**src/hw/dimming_host_pkg.sv**
```systemverilog
// Constants for the single wire dimming port host controller
package dimming_host_pkg;
    localparam int CLK_MHZ = 25;
    // Link timing, in nanoseconds as printed or chosen
    localparam int START_HOLD_NS = 2000;
    localparam int EOS_NS = 2000;
    localparam int DETECT_DELAY_NS = 100000;
    localparam int DETECT_LOW_NS = 260000;
    localparam int ACK_PULSE_NS = 512000;
    localparam int SHUTDOWN_NS = 2500000;
    localparam int START_HOLD_CYC = (START_HOLD_NS * CLK_MHZ + 999) / 1000;
    localparam int EOS_CYC = (EOS_NS * CLK_MHZ + 999) / 1000;
    localparam int DETECT_DELAY_CYC = (DETECT_DELAY_NS * CLK_MHZ + 999) / 1000;
    localparam int DETECT_LOW_CYC = (DETECT_LOW_NS * CLK_MHZ + 999) / 1000 + 1;
    localparam int ACK_PULSE_CYC = (ACK_PULSE_NS * CLK_MHZ + 999) / 1000;
    localparam int SHUTDOWN_CYC = (SHUTDOWN_NS * CLK_MHZ + 999) / 1000;
    // Register offsets (byte addresses)
    localparam logic [3:0] OFS_CTRL = 4'h0;
    localparam logic [3:0] OFS_CMD = 4'h4;
    localparam logic [3:0] OFS_STATUS = 4'h8;
    localparam logic [3:0] OFS_TIMING = 4'hc;
    // Control register fields
    localparam int CTRL_EN_BIT = 0;
    localparam int CTRL_OD_BIT = 1;
    // Command register fields
    localparam int CMD_ACKREQ_BIT = 7;
    localparam int CMD_SUBHI_BIT = 6;
    localparam int CMD_SUBLO_BIT = 5;
    localparam int LEVEL_W = 5;
    // Status register fields
    localparam int ST_BUSY_BIT = 0;
    localparam int ST_READY_BIT = 1;
    localparam int ST_ACKOK_BIT = 2;
    localparam int ST_ACKBAD_BIT = 3;
    localparam int ST_DONE_BIT = 4;
    // Reset values
    localparam logic [7:0] DEVICE_ADDR_RST = 8'h00; // Arbitrary value
    localparam logic [15:0] BIT_UNIT_RST = 16'h0019;
    localparam logic [15:0] ACK_DELAY_RST = 16'h0064;
    localparam logic [7:0] CMD_RST = 8'h1f;
    // Released line is sampled this many cycles after entering the sample state
    localparam int ACK_SAMPLE_CYC = 2;
endpackage : dimming_host_pkg

```
**src/hw/dimming_host.sv**
```systemverilog
// Host controller for the single wire dimming port, Wishbone slave
`timescale 1ns/1ps
module dimming_host
    import dimming_host_pkg::*;
#(
    parameter int DETECT_DELAY_CYCLES = DETECT_DELAY_CYC,
    parameter int DETECT_LOW_CYCLES = DETECT_LOW_CYC,
    parameter int ACK_PULSE_CYCLES = ACK_PULSE_CYC,
    parameter int SHUTDOWN_CYCLES = SHUTDOWN_CYC
) (
    input wire logic core_clk,
    input wire logic resetn,
    input wire logic wb_cyc_i,
    input wire logic wb_stb_i,
    input wire logic wb_we_i,
    input wire logic [3:0] wb_adr_i,
    input wire logic [3:0] wb_sel_i,
    input wire logic [31:0] wb_dat_i,
    output logic [31:0] wb_dat_o,
    output logic wb_ack_o,
    input wire logic line_i,
    output logic line_o,
    output logic line_oe
);
    typedef enum logic [3:0] {
        ST_OFF, ST_WAKE, ST_DETLOW, ST_IDLE, ST_START, ST_LOW, ST_HIGH,
        ST_EOS, ST_ACKWAIT, ST_ACKSAMP, ST_ACKEND, ST_SHUT
    } state_t;

    // ------------------------------------------------------------
    // Registers
    // ------------------------------------------------------------
    logic [1:0] ctrl_r;
    logic [7:0] addr_r;
    logic [7:0] cmd_r;
    logic [15:0] unit_r;
    logic [15:0] ackdly_r;
    logic go_r;
    logic ack_ok_r;
    logic ack_bad_r;
    logic done_r;
    state_t state_r;
    logic [31:0] cnt_r;
    logic [15:0] shift_r;
    logic [4:0] bits_r;
    logic hit;
    logic wr;
    logic rd_go;
    logic bit_is_one;
    logic ready;
    logic busy;
    logic fin_ok;
    logic fin_bad;
    logic [31:0] status;

    assign hit = wb_cyc_i && wb_stb_i;
    assign wr = hit && wb_we_i && !wb_ack_o;
    assign ready = (state_r == ST_IDLE);
    assign busy = go_r || !(ready || state_r == ST_OFF);
    assign bit_is_one = shift_r[15];
    assign rd_go = wr && wb_adr_i == OFS_CMD && wb_sel_i[0] && ready && !go_r;

    // ------------------------------------------------------------
    // Wishbone slave
    // ------------------------------------------------------------
    always_ff @(posedge core_clk or negedge resetn) begin
        if (!resetn) begin
            wb_ack_o <= 1'b0;
        end else begin
            wb_ack_o <= hit && !wb_ack_o;
        end
    end

    always_comb begin
        status = 32'h0;
        status[ST_BUSY_BIT] = busy;
        status[ST_READY_BIT] = ready;
        status[ST_ACKOK_BIT] = ack_ok_r;
        status[ST_ACKBAD_BIT] = ack_bad_r;
        status[ST_DONE_BIT] = done_r;
    end

    always_ff @(posedge core_clk or negedge resetn) begin
        if (!resetn) begin
            wb_dat_o <= 32'h0;
        end else if (hit && !wb_we_i && !wb_ack_o) begin
            unique case (wb_adr_i)
                OFS_CTRL: wb_dat_o <= {16'h0, addr_r, 6'h0, ctrl_r};
                OFS_CMD: wb_dat_o <= {24'h0, cmd_r};
                OFS_STATUS: wb_dat_o <= status;
                OFS_TIMING: wb_dat_o <= {ackdly_r, unit_r};
                default: wb_dat_o <= 32'h0;
            endcase
        end
    end

    always_ff @(posedge core_clk or negedge resetn) begin
        if (!resetn) begin
            ctrl_r <= 2'h0;
            addr_r <= DEVICE_ADDR_RST;
            unit_r <= BIT_UNIT_RST;
            ackdly_r <= ACK_DELAY_RST;
        end else if (wr && wb_adr_i == OFS_CTRL) begin
            if (wb_sel_i[0]) begin
                ctrl_r <= wb_dat_i[1:0];
            end
            if (wb_sel_i[1]) begin
                addr_r <= wb_dat_i[15:8];
            end
        end else if (wr && wb_adr_i == OFS_TIMING) begin
            if (wb_sel_i[1:0] == 2'h3 && wb_dat_i[15:0] != 16'h0) begin
                unit_r <= wb_dat_i[15:0];
            end
            if (wb_sel_i[3:2] == 2'h3 && wb_dat_i[31:16] != 16'h0) begin
                ackdly_r <= wb_dat_i[31:16];
            end
        end
    end

    // Command word: write starts a frame when the link is ready
    always_ff @(posedge core_clk or negedge resetn) begin
        if (!resetn) begin
            cmd_r <= CMD_RST;
            go_r <= 1'b0;
        end else if (rd_go) begin
            cmd_r <= wb_dat_i[7:0];
            cmd_r[CMD_SUBHI_BIT] <= 1'b0;
            cmd_r[CMD_SUBLO_BIT] <= 1'b0;
            cmd_r[CMD_ACKREQ_BIT] <= wb_dat_i[CMD_ACKREQ_BIT] && ctrl_r[CTRL_OD_BIT];
            go_r <= 1'b1;
        end else if (state_r == ST_START) begin
            go_r <= 1'b0;
        end
    end

    // Result flags, set wins over clear by status write
    assign fin_ok = state_r == ST_ACKSAMP && cnt_r == 32'h0 && !line_i;
    assign fin_bad = state_r == ST_ACKSAMP && cnt_r == 32'h0 && line_i;
    always_ff @(posedge core_clk or negedge resetn) begin
        if (!resetn) begin
            ack_ok_r <= 1'b0;
            ack_bad_r <= 1'b0;
            done_r <= 1'b0;
        end else begin
            if (wr && wb_adr_i == OFS_STATUS && wb_sel_i[0]) begin
                ack_ok_r <= ack_ok_r && !wb_dat_i[ST_ACKOK_BIT];
                ack_bad_r <= ack_bad_r && !wb_dat_i[ST_ACKBAD_BIT];
                done_r <= done_r && !wb_dat_i[ST_DONE_BIT];
            end
            if (fin_ok) begin
                ack_ok_r <= 1'b1;
            end
            if (fin_bad) begin
                ack_bad_r <= 1'b1;
            end
            if (state_r == ST_ACKEND && cnt_r == 32'h0) begin
                done_r <= 1'b1;
            end else if (state_r == ST_EOS && cnt_r == 32'h0 && bits_r == 5'd16
                         && !cmd_r[CMD_ACKREQ_BIT]) begin
                done_r <= 1'b1;
            end
        end
    end

    // ------------------------------------------------------------
    // Link sequencer
    // ------------------------------------------------------------
    always_ff @(posedge core_clk or negedge resetn) begin
        if (!resetn) begin
            state_r <= ST_OFF;
            cnt_r <= 32'h0;
            shift_r <= 16'h0;
            bits_r <= 5'h0;
        end else if (!ctrl_r[CTRL_EN_BIT] && state_r != ST_OFF && state_r != ST_SHUT) begin
            state_r <= ST_SHUT;
            cnt_r <= 32'(SHUTDOWN_CYCLES);
        end else begin
            if (cnt_r != 32'h0) begin
                cnt_r <= cnt_r - 32'h1;
            end
            unique case (state_r)
                ST_OFF: begin
                    if (ctrl_r[CTRL_EN_BIT]) begin
                        state_r <= ST_WAKE;
                        cnt_r <= 32'(DETECT_DELAY_CYCLES);
                    end
                end
                ST_WAKE: begin
                    if (cnt_r == 32'h0) begin
                        state_r <= ST_DETLOW;
                        cnt_r <= 32'(DETECT_LOW_CYCLES);
                    end
                end
                ST_DETLOW: begin
                    if (cnt_r == 32'h0) begin
                        state_r <= ST_IDLE;
                    end
                end
                ST_IDLE: begin
                    if (go_r) begin
                        state_r <= ST_START;
                        shift_r <= {addr_r, cmd_r};
                        bits_r <= 5'h0;
                        cnt_r <= 32'(START_HOLD_CYC);
                    end
                end
                ST_START: begin
                    if (cnt_r == 32'h0) begin
                        state_r <= ST_LOW;
                        cnt_r <= bit_is_one ? 32'(unit_r) : 32'({unit_r, 1'b0}) + 32'(unit_r);
                    end
                end
                ST_LOW: begin
                    if (cnt_r == 32'h0) begin
                        state_r <= ST_HIGH;
                        cnt_r <= bit_is_one ? 32'({unit_r, 1'b0}) + 32'(unit_r) : 32'(unit_r);
                    end
                end
                ST_HIGH: begin
                    if (cnt_r == 32'h0) begin
                        shift_r <= {shift_r[14:0], 1'b0};
                        bits_r <= bits_r + 5'h1;
                        if (bits_r == 5'd7 || bits_r == 5'd15) begin
                            state_r <= ST_EOS;
                            cnt_r <= 32'(EOS_CYC);
                        end else begin
                            state_r <= ST_LOW;
                            cnt_r <= shift_r[14] ? 32'(unit_r) : 32'({unit_r, 1'b0}) + 32'(unit_r);
                        end
                    end
                end
                ST_EOS: begin
                    if (cnt_r == 32'h0) begin
                        if (bits_r == 5'd8) begin
                            state_r <= ST_START;
                            cnt_r <= 32'(START_HOLD_CYC);
                        end else if (cmd_r[CMD_ACKREQ_BIT]) begin
                            state_r <= ST_ACKWAIT;
                            cnt_r <= 32'(ackdly_r);
                        end else begin
                            state_r <= ST_IDLE;
                        end
                    end
                end
                ST_ACKWAIT: begin
                    if (cnt_r == 32'h0) begin
                        state_r <= ST_ACKSAMP;
                        cnt_r <= 32'(ACK_SAMPLE_CYC);
                    end
                end
                ST_ACKSAMP: begin
                    if (cnt_r == 32'h0) begin
                        state_r <= ST_ACKEND;
                        cnt_r <= 32'(ACK_PULSE_CYCLES);
                    end
                end
                ST_ACKEND: begin
                    if (cnt_r == 32'h0 && line_i) begin
                        state_r <= ST_IDLE;
                    end else if (cnt_r == 32'h0) begin
                        cnt_r <= 32'h0;
                    end
                end
                ST_SHUT: begin
                    if (cnt_r == 32'h0) begin
                        state_r <= ST_OFF;
                    end
                end
            endcase
        end
    end

    // ------------------------------------------------------------
    // Line driver
    // ------------------------------------------------------------
    // Open drain drives only low; push-pull also drives high
    // End of stream is low so the last bit of each byte gets its closing falling edge
    always_ff @(posedge core_clk or negedge resetn) begin
        if (!resetn) begin
            line_o <= 1'b0;
            line_oe <= 1'b1;
        end else begin
            unique case (state_r)
                ST_OFF, ST_SHUT, ST_DETLOW, ST_LOW, ST_EOS, ST_ACKWAIT: begin
                    line_o <= 1'b0;
                    line_oe <= 1'b1;
                end
                ST_ACKSAMP, ST_ACKEND: begin
                    line_o <= 1'b0;
                    line_oe <= 1'b0;
                end
                default: begin
                    line_o <= 1'b1;
                    line_oe <= !ctrl_r[CTRL_OD_BIT];
                end
            endcase
        end
    end
endmodule : dimming_host

```
**config.mk**
```make
export PLATFORM = sky130hd
export DESIGN_NAME = dimming_host
export DESIGN_NICKNAME = d
export VERILOG_FILES = /design/src/hw/dimming_host_pkg.sv /design/src/hw/dimming_host.sv
export SDC_FILE = /design/constraint.sdc
export NUM_CORES = 1
export LEC_CHECK = 0
export ABC_AREA = 1
export BUFFER_PORTS_ARGS = -buffer_cell sky130_fd_sc_hd__buf_2
export CELL_PAD_IN_SITES_DETAIL_PLACEMENT = 1
export CELL_PAD_IN_SITES_GLOBAL_PLACEMENT = 1
export CORE_MARGIN = 3
export CORE_UTILIZATION = 47
export CTS_BUF_LIST = sky130_fd_sc_hd__clkbuf_2 sky130_fd_sc_hd__clkbuf_4 sky130_fd_sc_hd__clkbuf_8
export DETAILED_ROUTE_END_ITERATION = 7
export HOLD_SLACK_MARGIN = 0.08
export PLACE_DENSITY = 0.94
export SETUP_SLACK_MARGIN = 0.5
export SYNTH_ARGS = -nofsm -noshare
export SYNTH_HDL_FRONTEND = slang
export SYNTH_SLANG_ARGS = --single-unit
```
**constraint.sdc**
```tcl
create_clock -name core_clk -period 7.19 [get_ports core_clk]
set_clock_uncertainty 0.1 [all_clocks]
set_input_delay 1.0785 -clock core_clk [delete_from_list [all_inputs] [get_ports core_clk]]
set_output_delay 1.0785 -clock core_clk [all_outputs]
set_load 0.02 [all_outputs]
```
==> results of run 1 <==
## worst max-delay path, stage by stage (launching register included)
cell and delay, ns:
dfrtp_1 0.47, inv_1 0.15, nand2_2 0.14, nor2_4 0.69, nor2_2 0.14, nand4_1 0.45
inv_2 0.22, nor2_1 0.69, nand3b_1 0.20, nand2_1 0.06, nand3_1 0.10, nand2_1 0.06
inv_1 0.06
## registers in the layout (all words and copies together), names as in the netlist
register,count
ack_bad_r,1
ack_ok_r,1
ackdly_r,16
addr_r,8
bits_r,5
cmd_r,6
cnt_r,32
ctrl_r,2
done_r,1
go_r,1
line_o,1
line_oe,1
shift_r,16
state_r,4
unit_r,16
wb_ack_o,1
wb_dat_o,32
## layout make-up
cell class / count / area [um^2]
clock buffers: 17 / 234
repair buffers: 86 / 452
inverters: 200 / 751
multi-input cells: 1000 / 4930
well taps: 265 / 332
flip-flops and latches: 144 / 3620
clock inverters: 15 / 184
fillers: 2652 / 9090
## layer usage
metal,up-vias,routed length (um),part of all wire (%),global-route usage (%)
met5,-,0,0,0
met4,0,1360,3.8,12.9
met3,89,2310,6.4,6.53
met2,357,17300,48,56.5
met1,5016,15200,42,43.6
li1,4610,-,-,-
## through the flow
| step | cell area, um^2 | total power (uW) | utilization, % | instances | setup slack [ns] |
|---|---|---|---|---|---|
| 2_1_floorplan | 9410 | 1580 | - | 1375 | 4.73 |
| 3_3_place_gp | 10100 | 1830 | 51.4 | 1695 | 4.01 |
| 3_5_place_dp | 10100 | 1870 | 51.4 | 1695 | 3.75 |
| 4_1_cts | 10500 | 2590 | 53.6 | 1727 | 3.72 |
| 5_1_grt | 10500 | 2750 | 53.6 | 1727 | 3.43 |
| 6_report | 10500 | 2620 | 53.6 | 1727 | 3.62 |
## cells in the final DEF, fill, tap and decap left out, types with 3 or more instances in the layout
cell type and instances:
nand3_1 91, xnor2_1 7, a31oi_1 3, buf_4 6, o22ai_1 8, nand2_2 3, xor2_1 16, dfstp_2 12
o21ai_0 140, nor2_2 12, nor2_1 143, nor3_1 22, inv_6 6, inv_2 9, inv_1 189, nand2_1 372
nor4_1 5, nor2_4 6, clkbuf_8 17, a21oi_1 58, o21ai_1 7, a22oi_1 5, nand4_1 26, dfrtp_1 132
inv_8 4, o211ai_1 19, ha_1 23, clkinv_8 3, nand3b_1 4, buf_2 79
## logic make-up (layout without fill, tap and decap cells)
| logic type | count (synthesis) | count (layout) | synth area share (%) |
|---|---|---|---|
| AND/OR/NAND/NOR | 695 | 695 | 31.6 |
| adder cells (fa/ha/maj) | 24 | 24 | 3.27 |
| buffers and inverters | 231 | 318 | 9.45 |
| AO/OA/AOI/OAI | 258 | 258 | 15.1 |
| flip-flops | 144 | 144 | 38.4 |
| XOR/XNOR | 23 | 23 | 2.14 |
## where the power goes
part | switching (uW) | internal [uW]
Clock | 415 | 298
Sequential | 76.6 | 881
Combinational | 682 | 265
Total | 1170 | 1440
## path summary, 6_finish.rpt
path                               from      endpoint  slack [ns]  depth (start not counted)
hold / removal             wb_dat_o[19]  wb_dat_o[19]        0.39                          2
hold reg to reg            wb_dat_o[19]  wb_dat_o[19]        0.39                          2
max in group asynchronous        resetn     cnt_r[10]        5.22                          2
min in group asynchronous        resetn     unit_r[8]        0.59                          1
setup / recovery             state_r[3]     cnt_r[11]        3.62                         12
setup reg to reg             state_r[3]     cnt_r[11]        3.62                         12
==> flow_summary.json, run 1 <==
{
  "vias_per_cell": 5.83,
  "synth_edf_count": 0,
  "rsz0062_at_grt": "no",
  "gr-usage-all-layers_pct": 33.8,
  "synthCells": 1375,
  "cts_root_buf": "clkbuf_8",
  "dieArea_um2": 21800,
  "via_count": 10072,
  "wl_mm": 36.2,
  "async_flop_share_pct": 100,
  "cts_setup_buffers": 0,
  "diodes": 0,
  "drv_cap": 0,
  "area_delta_synth_final_pct": 11.5,
  "tightest_slew_ns": 1.03,
  "hold_buffers": 0,
  "routabilityCongestion": 1.02,
  "setup_viol_count_final": 0,
  "path_class": "flip-flop to flip-flop",
  "finalSetupTns_ns": 0,
  "seq_area_frac_synth_pct": 38.4,
  "syn-num-nets": 1445,
  "hold_class": "flip-flop to flip-flop",
  "status": "finished clean",
  "grt_antenna_before_repair": 0,
  "critPathLaunchType": "flip-flop",
  "synth_top_area_share_pct": 35.1,
  "drt_iter0_markers": 885,
  "cp_data_required_time_ns": 7.52,
  "synth.area.top_cells": "dfrtp_1 35%, nand2_1 15%, inv_1 7.5%",
  "dp_hpwl_mm": 27.1,
  "grt_first_pass_wirelength_mm": 57.6,
  "synth_largest_area_cell": "dfrtp_1",
  "wire_per_inst_um": 21.0,
  "fp-row-count": 51,
  "synth-main-ff-cell": "dfrtp_1",
  "synthTopCellsByCount": "372 x nand2_1, 189 x inv_1, 143 x nor2_1",
  "clk_latency_ns": 0.49,
  "cts_resized": 0,
  "whs_ns": 0.389,
  "grt-ovfl-total": 0,
  "ys_ff_latch": 144,
  "post_synth_num_cell_types": 49,
  "syn_area_um2": 9410,
  "cts_tree": "done",
  "p_per_area_nw_per_um2": 249,
  "core-area_um2": 19600,
  "leakage_uw": 0.00524,
  "final_antenna_net_count": 0,
  "period_share_pct": 49.6,
  "syn_avg_cell_area_um2": 6.85,
  "cts_buffers": 17,
  "nets": 1519,
  "synth_warnings": 0,
  "slew_headroom_pct": 31.2,
  "critical_path_arrival_ns": 3.90,
  "synth.most_common_cell": "nand2_1",
  "ioPinCount": 81,
  "clock_sinks": 144,
  "fmax_mhz": 280,
  "drive_above_1_share_pct": 11.4,
  "htreeDepth": 4,
  "start_util_pct": 48.1,
  "clk_path_buf_depth": 2,
  "route.detailed.drc": 0,
  "port_buffers": 80,
  "hold_violations": 0,
  "die-width_um": 148,
  "grt_max_degree": 99,
  "ir_worst_vdd_mv": 0.129,
  "crit_fanout": 35,
  "clkTransAtPathRegs_ns": 0.10,
  "grt_pass1_vias": 10551,
  "period_needed_ns": 3.57,
  "end_kind": "flip-flop",
  "slew_violations": 0,
  "fp.dieH_um": 148,
  "drt-pass1-iter-count": 5
}
Power figures use the tool's default switching activity.
==> inputs of run 2 (changes only) <==
ABC_AREA = 0   (was 1)
PLACE_DENSITY = 0.89   (was 0.94)
clock period = 3.5 ns   (was 7.19 ns; I/O delays follow)
==> flow_summary.json, run 2 <==
{
  "slew_headroom_pct": 37.6,
  "via_count": 8829,
  "ys_ff_latch": 144,
  "start_util_pct": 48.8,
  "final_antenna_net_count": 0,
  "cp_data_required_time_ns": 3.74,
  "grt_use_met3_pct": 6.29,
  "synth-main-ff-cell": "dfrtp_1",
  "path_delay_family": "compound AO/OA/AOI/OAI gates",
  "syn_avg_cell_area_um2": 9.35,
  "p_per_area_nw_per_um2": 323,
  "synth.area.top_cells": "dfrtp_1 37%, mux2_2 6.4%, nand2_1 4.3%",
  "syn_area_um2": 8920,
  "synth_edf_count": 0,
  "crit_path_max_incr_delay_ns": 0.56,
  "grt_pass1_vias": 9053,
  "drv_cap": 0,
  "slew_violations": 0,
  "grt_max_degree": 62,
  "synthTopCellsByCount": "132 x dfrtp_1, 101 x nand2_1, 72 x nor2_1",
  "clkTransAtPathRegs_ns": 0.11,
  "core-area_um2": 18300,
  "post_synth_num_cell_types": 86,
  "path_cells": "ha_1 > nand4_1 > a211oi_1 > o21ai_2 > a21oi_1 > mux2i_1 > a2111oi_2 > o22ai_1",
  "grt-ovfl-total": 0,
  "htreeDepth": 4,
  "clock_sinks": 144,
  "crit_path_top_delay_cell": "dfrtp_1",
  "path_buf_inv": 0,
  "synth_largest_area_cell": "dfrtp_1",
  "route.detailed.drc": 0,
  "synthAdderAreaFrac_pct": 3.45,
  "synth.most_common_cell": "dfrtp_1",
  "cts_root_buf": "clkbuf_8",
  "rsz0062_at_grt": "yes",
  "period_share_pct": 86.1,
  "period_needed_ns": 3.01,
  "drt-pass1-iter-count": 5,
  "dp_hpwl_mm": 23.8,
  "wire_per_inst_um": 26.2,
  "clk_path_buf_depth": 2,
  "top_regs": "cnt_r: 32 flops, wb_dat_o: 32 flops",
  "diodes": 0,
  "fp-row-count": 49,
  "wl_mm": 34.0,
  "synth_compound_area_share_pct": 19.5,
  "tightest_slew_ns": 0.935,
  "grt_first_pass_wirelength_mm": 51.5,
  "syn-num-nets": 1024,
  "use_met2_pct": 53.5,
  "seq_area_frac_synth_pct": 40.6,
  "drt_iter0_markers": 868,
  "synth_top_family_by_area": "simple AND/OR/NAND/NOR gates",
  "post-route-util_pct": 56.4,
  "synth-xor-area-share_pct": 3.54,
  "critPathLaunchType": "flip-flop",
  "gr-usage-all-layers_pct": 32.2,
  "ioPinCount": 81,
  "port_buffers": 80,
  "synth_top_area_share_pct": 37.0,
  "cts_buffers": 17,
  "fmax_mhz": 332,
  "grt_antenna_before_repair": 0,
  "drive_above_1_share_pct": 25.7,
  "synthCells": 954,
  "finalSetupTns_ns": 0,
  "path_class": "flip-flop to flip-flop",
  "synthSimpleGateAreaFrac_pct": 20.9,
  "clk_latency_ns": 0.50,
  "async_flop_share_pct": 100,
  "end_kind": "flip-flop",
  "dieArea_um2": 20700,
  "ir_worst_vdd_mv": 0.246,
  "nets": 1122,
  "status": "finished clean",
  "gr-usage-met1_pct": 41.2,
  "muxShareOfSynthArea_pct": 8.71,
  "area_delta_synth_final_pct": 15.6,
  "routabilityCongestion": 0.982,
  "leakage_uw": 0.00456,
  "mostFrequentLayoutCells": "130 x dfrtp_1, 101 x nand2_1, 79 x buf_2",
  "hold_violations": 0,
  "die-width_um": 144,
  "fp.dieH_um": 144,
  "crit_fanout": 7,
  "synth_warnings": 0,
  "mostFrequentLayoutCell": "dfrtp_1",
  "cts_tree": "done",
  "grt-busiest-layer": "met2",
  "critical_path_arrival_ns": 3.25,
  "hold_class": "primary input to flip-flop",
  "setup_viol_count_final": 0,
  "vias_per_cell": 6.82
}
==> run 2: what timing repair did <==
item                                   4_1_cts  5_1_grt
endpoints found under the hold margin       40        0
hold buffers                                 1        0
buffers inserted                             5        8
gates resized for setup                     12       21
setup endpoints to repair                    5       15
pin swaps                                    3        3
==> run 2: report_power, final <==
part           total, uW  leakage [uW]  internal (uW)  switching (uW)
logic                220       0.00250           81.1             138
registers           1740       0.00185           1690            45.5
clock network       1370      0.000199            541             834
==> run 2: per-layer routing <==
| layer | share of wire (%) | vias up | wire (um) |
|---|---|---|---|
| li1 | - | 3754 | - |
| met1 | 39 | 4456 | 13200 |
| met2 | 49 | 497 | 16700 |
| met3 | 7.9 | 119 | 2670 |
| met4 | 4.0 | 3 | 1370 |
| met5 | 0.13 | - | 44 |
==> run 2: kinds of logic after synthesis <==
group | count (synthesis)
AND/OR/NAND/NOR | 351
adder cells (fa/ha/maj) | 24
AO/OA/AOI/OAI | 256
flip-flops | 144
XOR/XNOR | 36
multiplexers | 70
buffers and inverters | 73
==> run 2: cell type report <==
class | instances | area, um^2
Tap cell | 229 | 287
Multi-Input combinational cell | 737 | 5130
Timing Repair Buffer | 126 | 771
Clock buffer | 17 | 234
Fill cell | 2098 | 7960
Sequential cell | 144 | 3620
Clock inverter | 15 | 173
Inverter | 26 | 97.6
==> run 2: final timing paths <==
kind                       cells past startpoint         start           to  slack (ns)
setup reg to reg                               8    unit_r[10]    cnt_r[14]        0.49
hold / removal                                 2  wb_dat_i[21]  ackdly_r[5]        0.18
max in group asynchronous                      3        resetn    unit_r[1]        1.92
setup / recovery                               8    unit_r[10]    cnt_r[14]        0.49
min in group asynchronous                      2        resetn    cnt_r[25]        0.41
hold reg to reg                                1      wb_ack_o     wb_ack_o        0.37
==> run 2: per-stage QoR <==
stage	area, um^2	std cells	hold WS [ns]	worst slack [ns]	power, uW
after floorplan	8920	954	0.129	0.582	1850
after global placement	9670	1248	0.350	0.545	1960
after detailed placement	9670	1248	0.359	0.416	1980
after CTS	10200	1286	0.167	0.521	3330
after global routing	10300	1294	0.184	0.351	3430
final	10300	1294	0.182	0.486	3330
==> run 2: worst reg2reg max path: cells and delay by family (launching register included) <==
kind	cells	cell delay, ns
compound gates	5	1.33
flops	1	0.56
fa+ha+maj	1	0.51
mux	1	0.20
simple gates	1	0.17
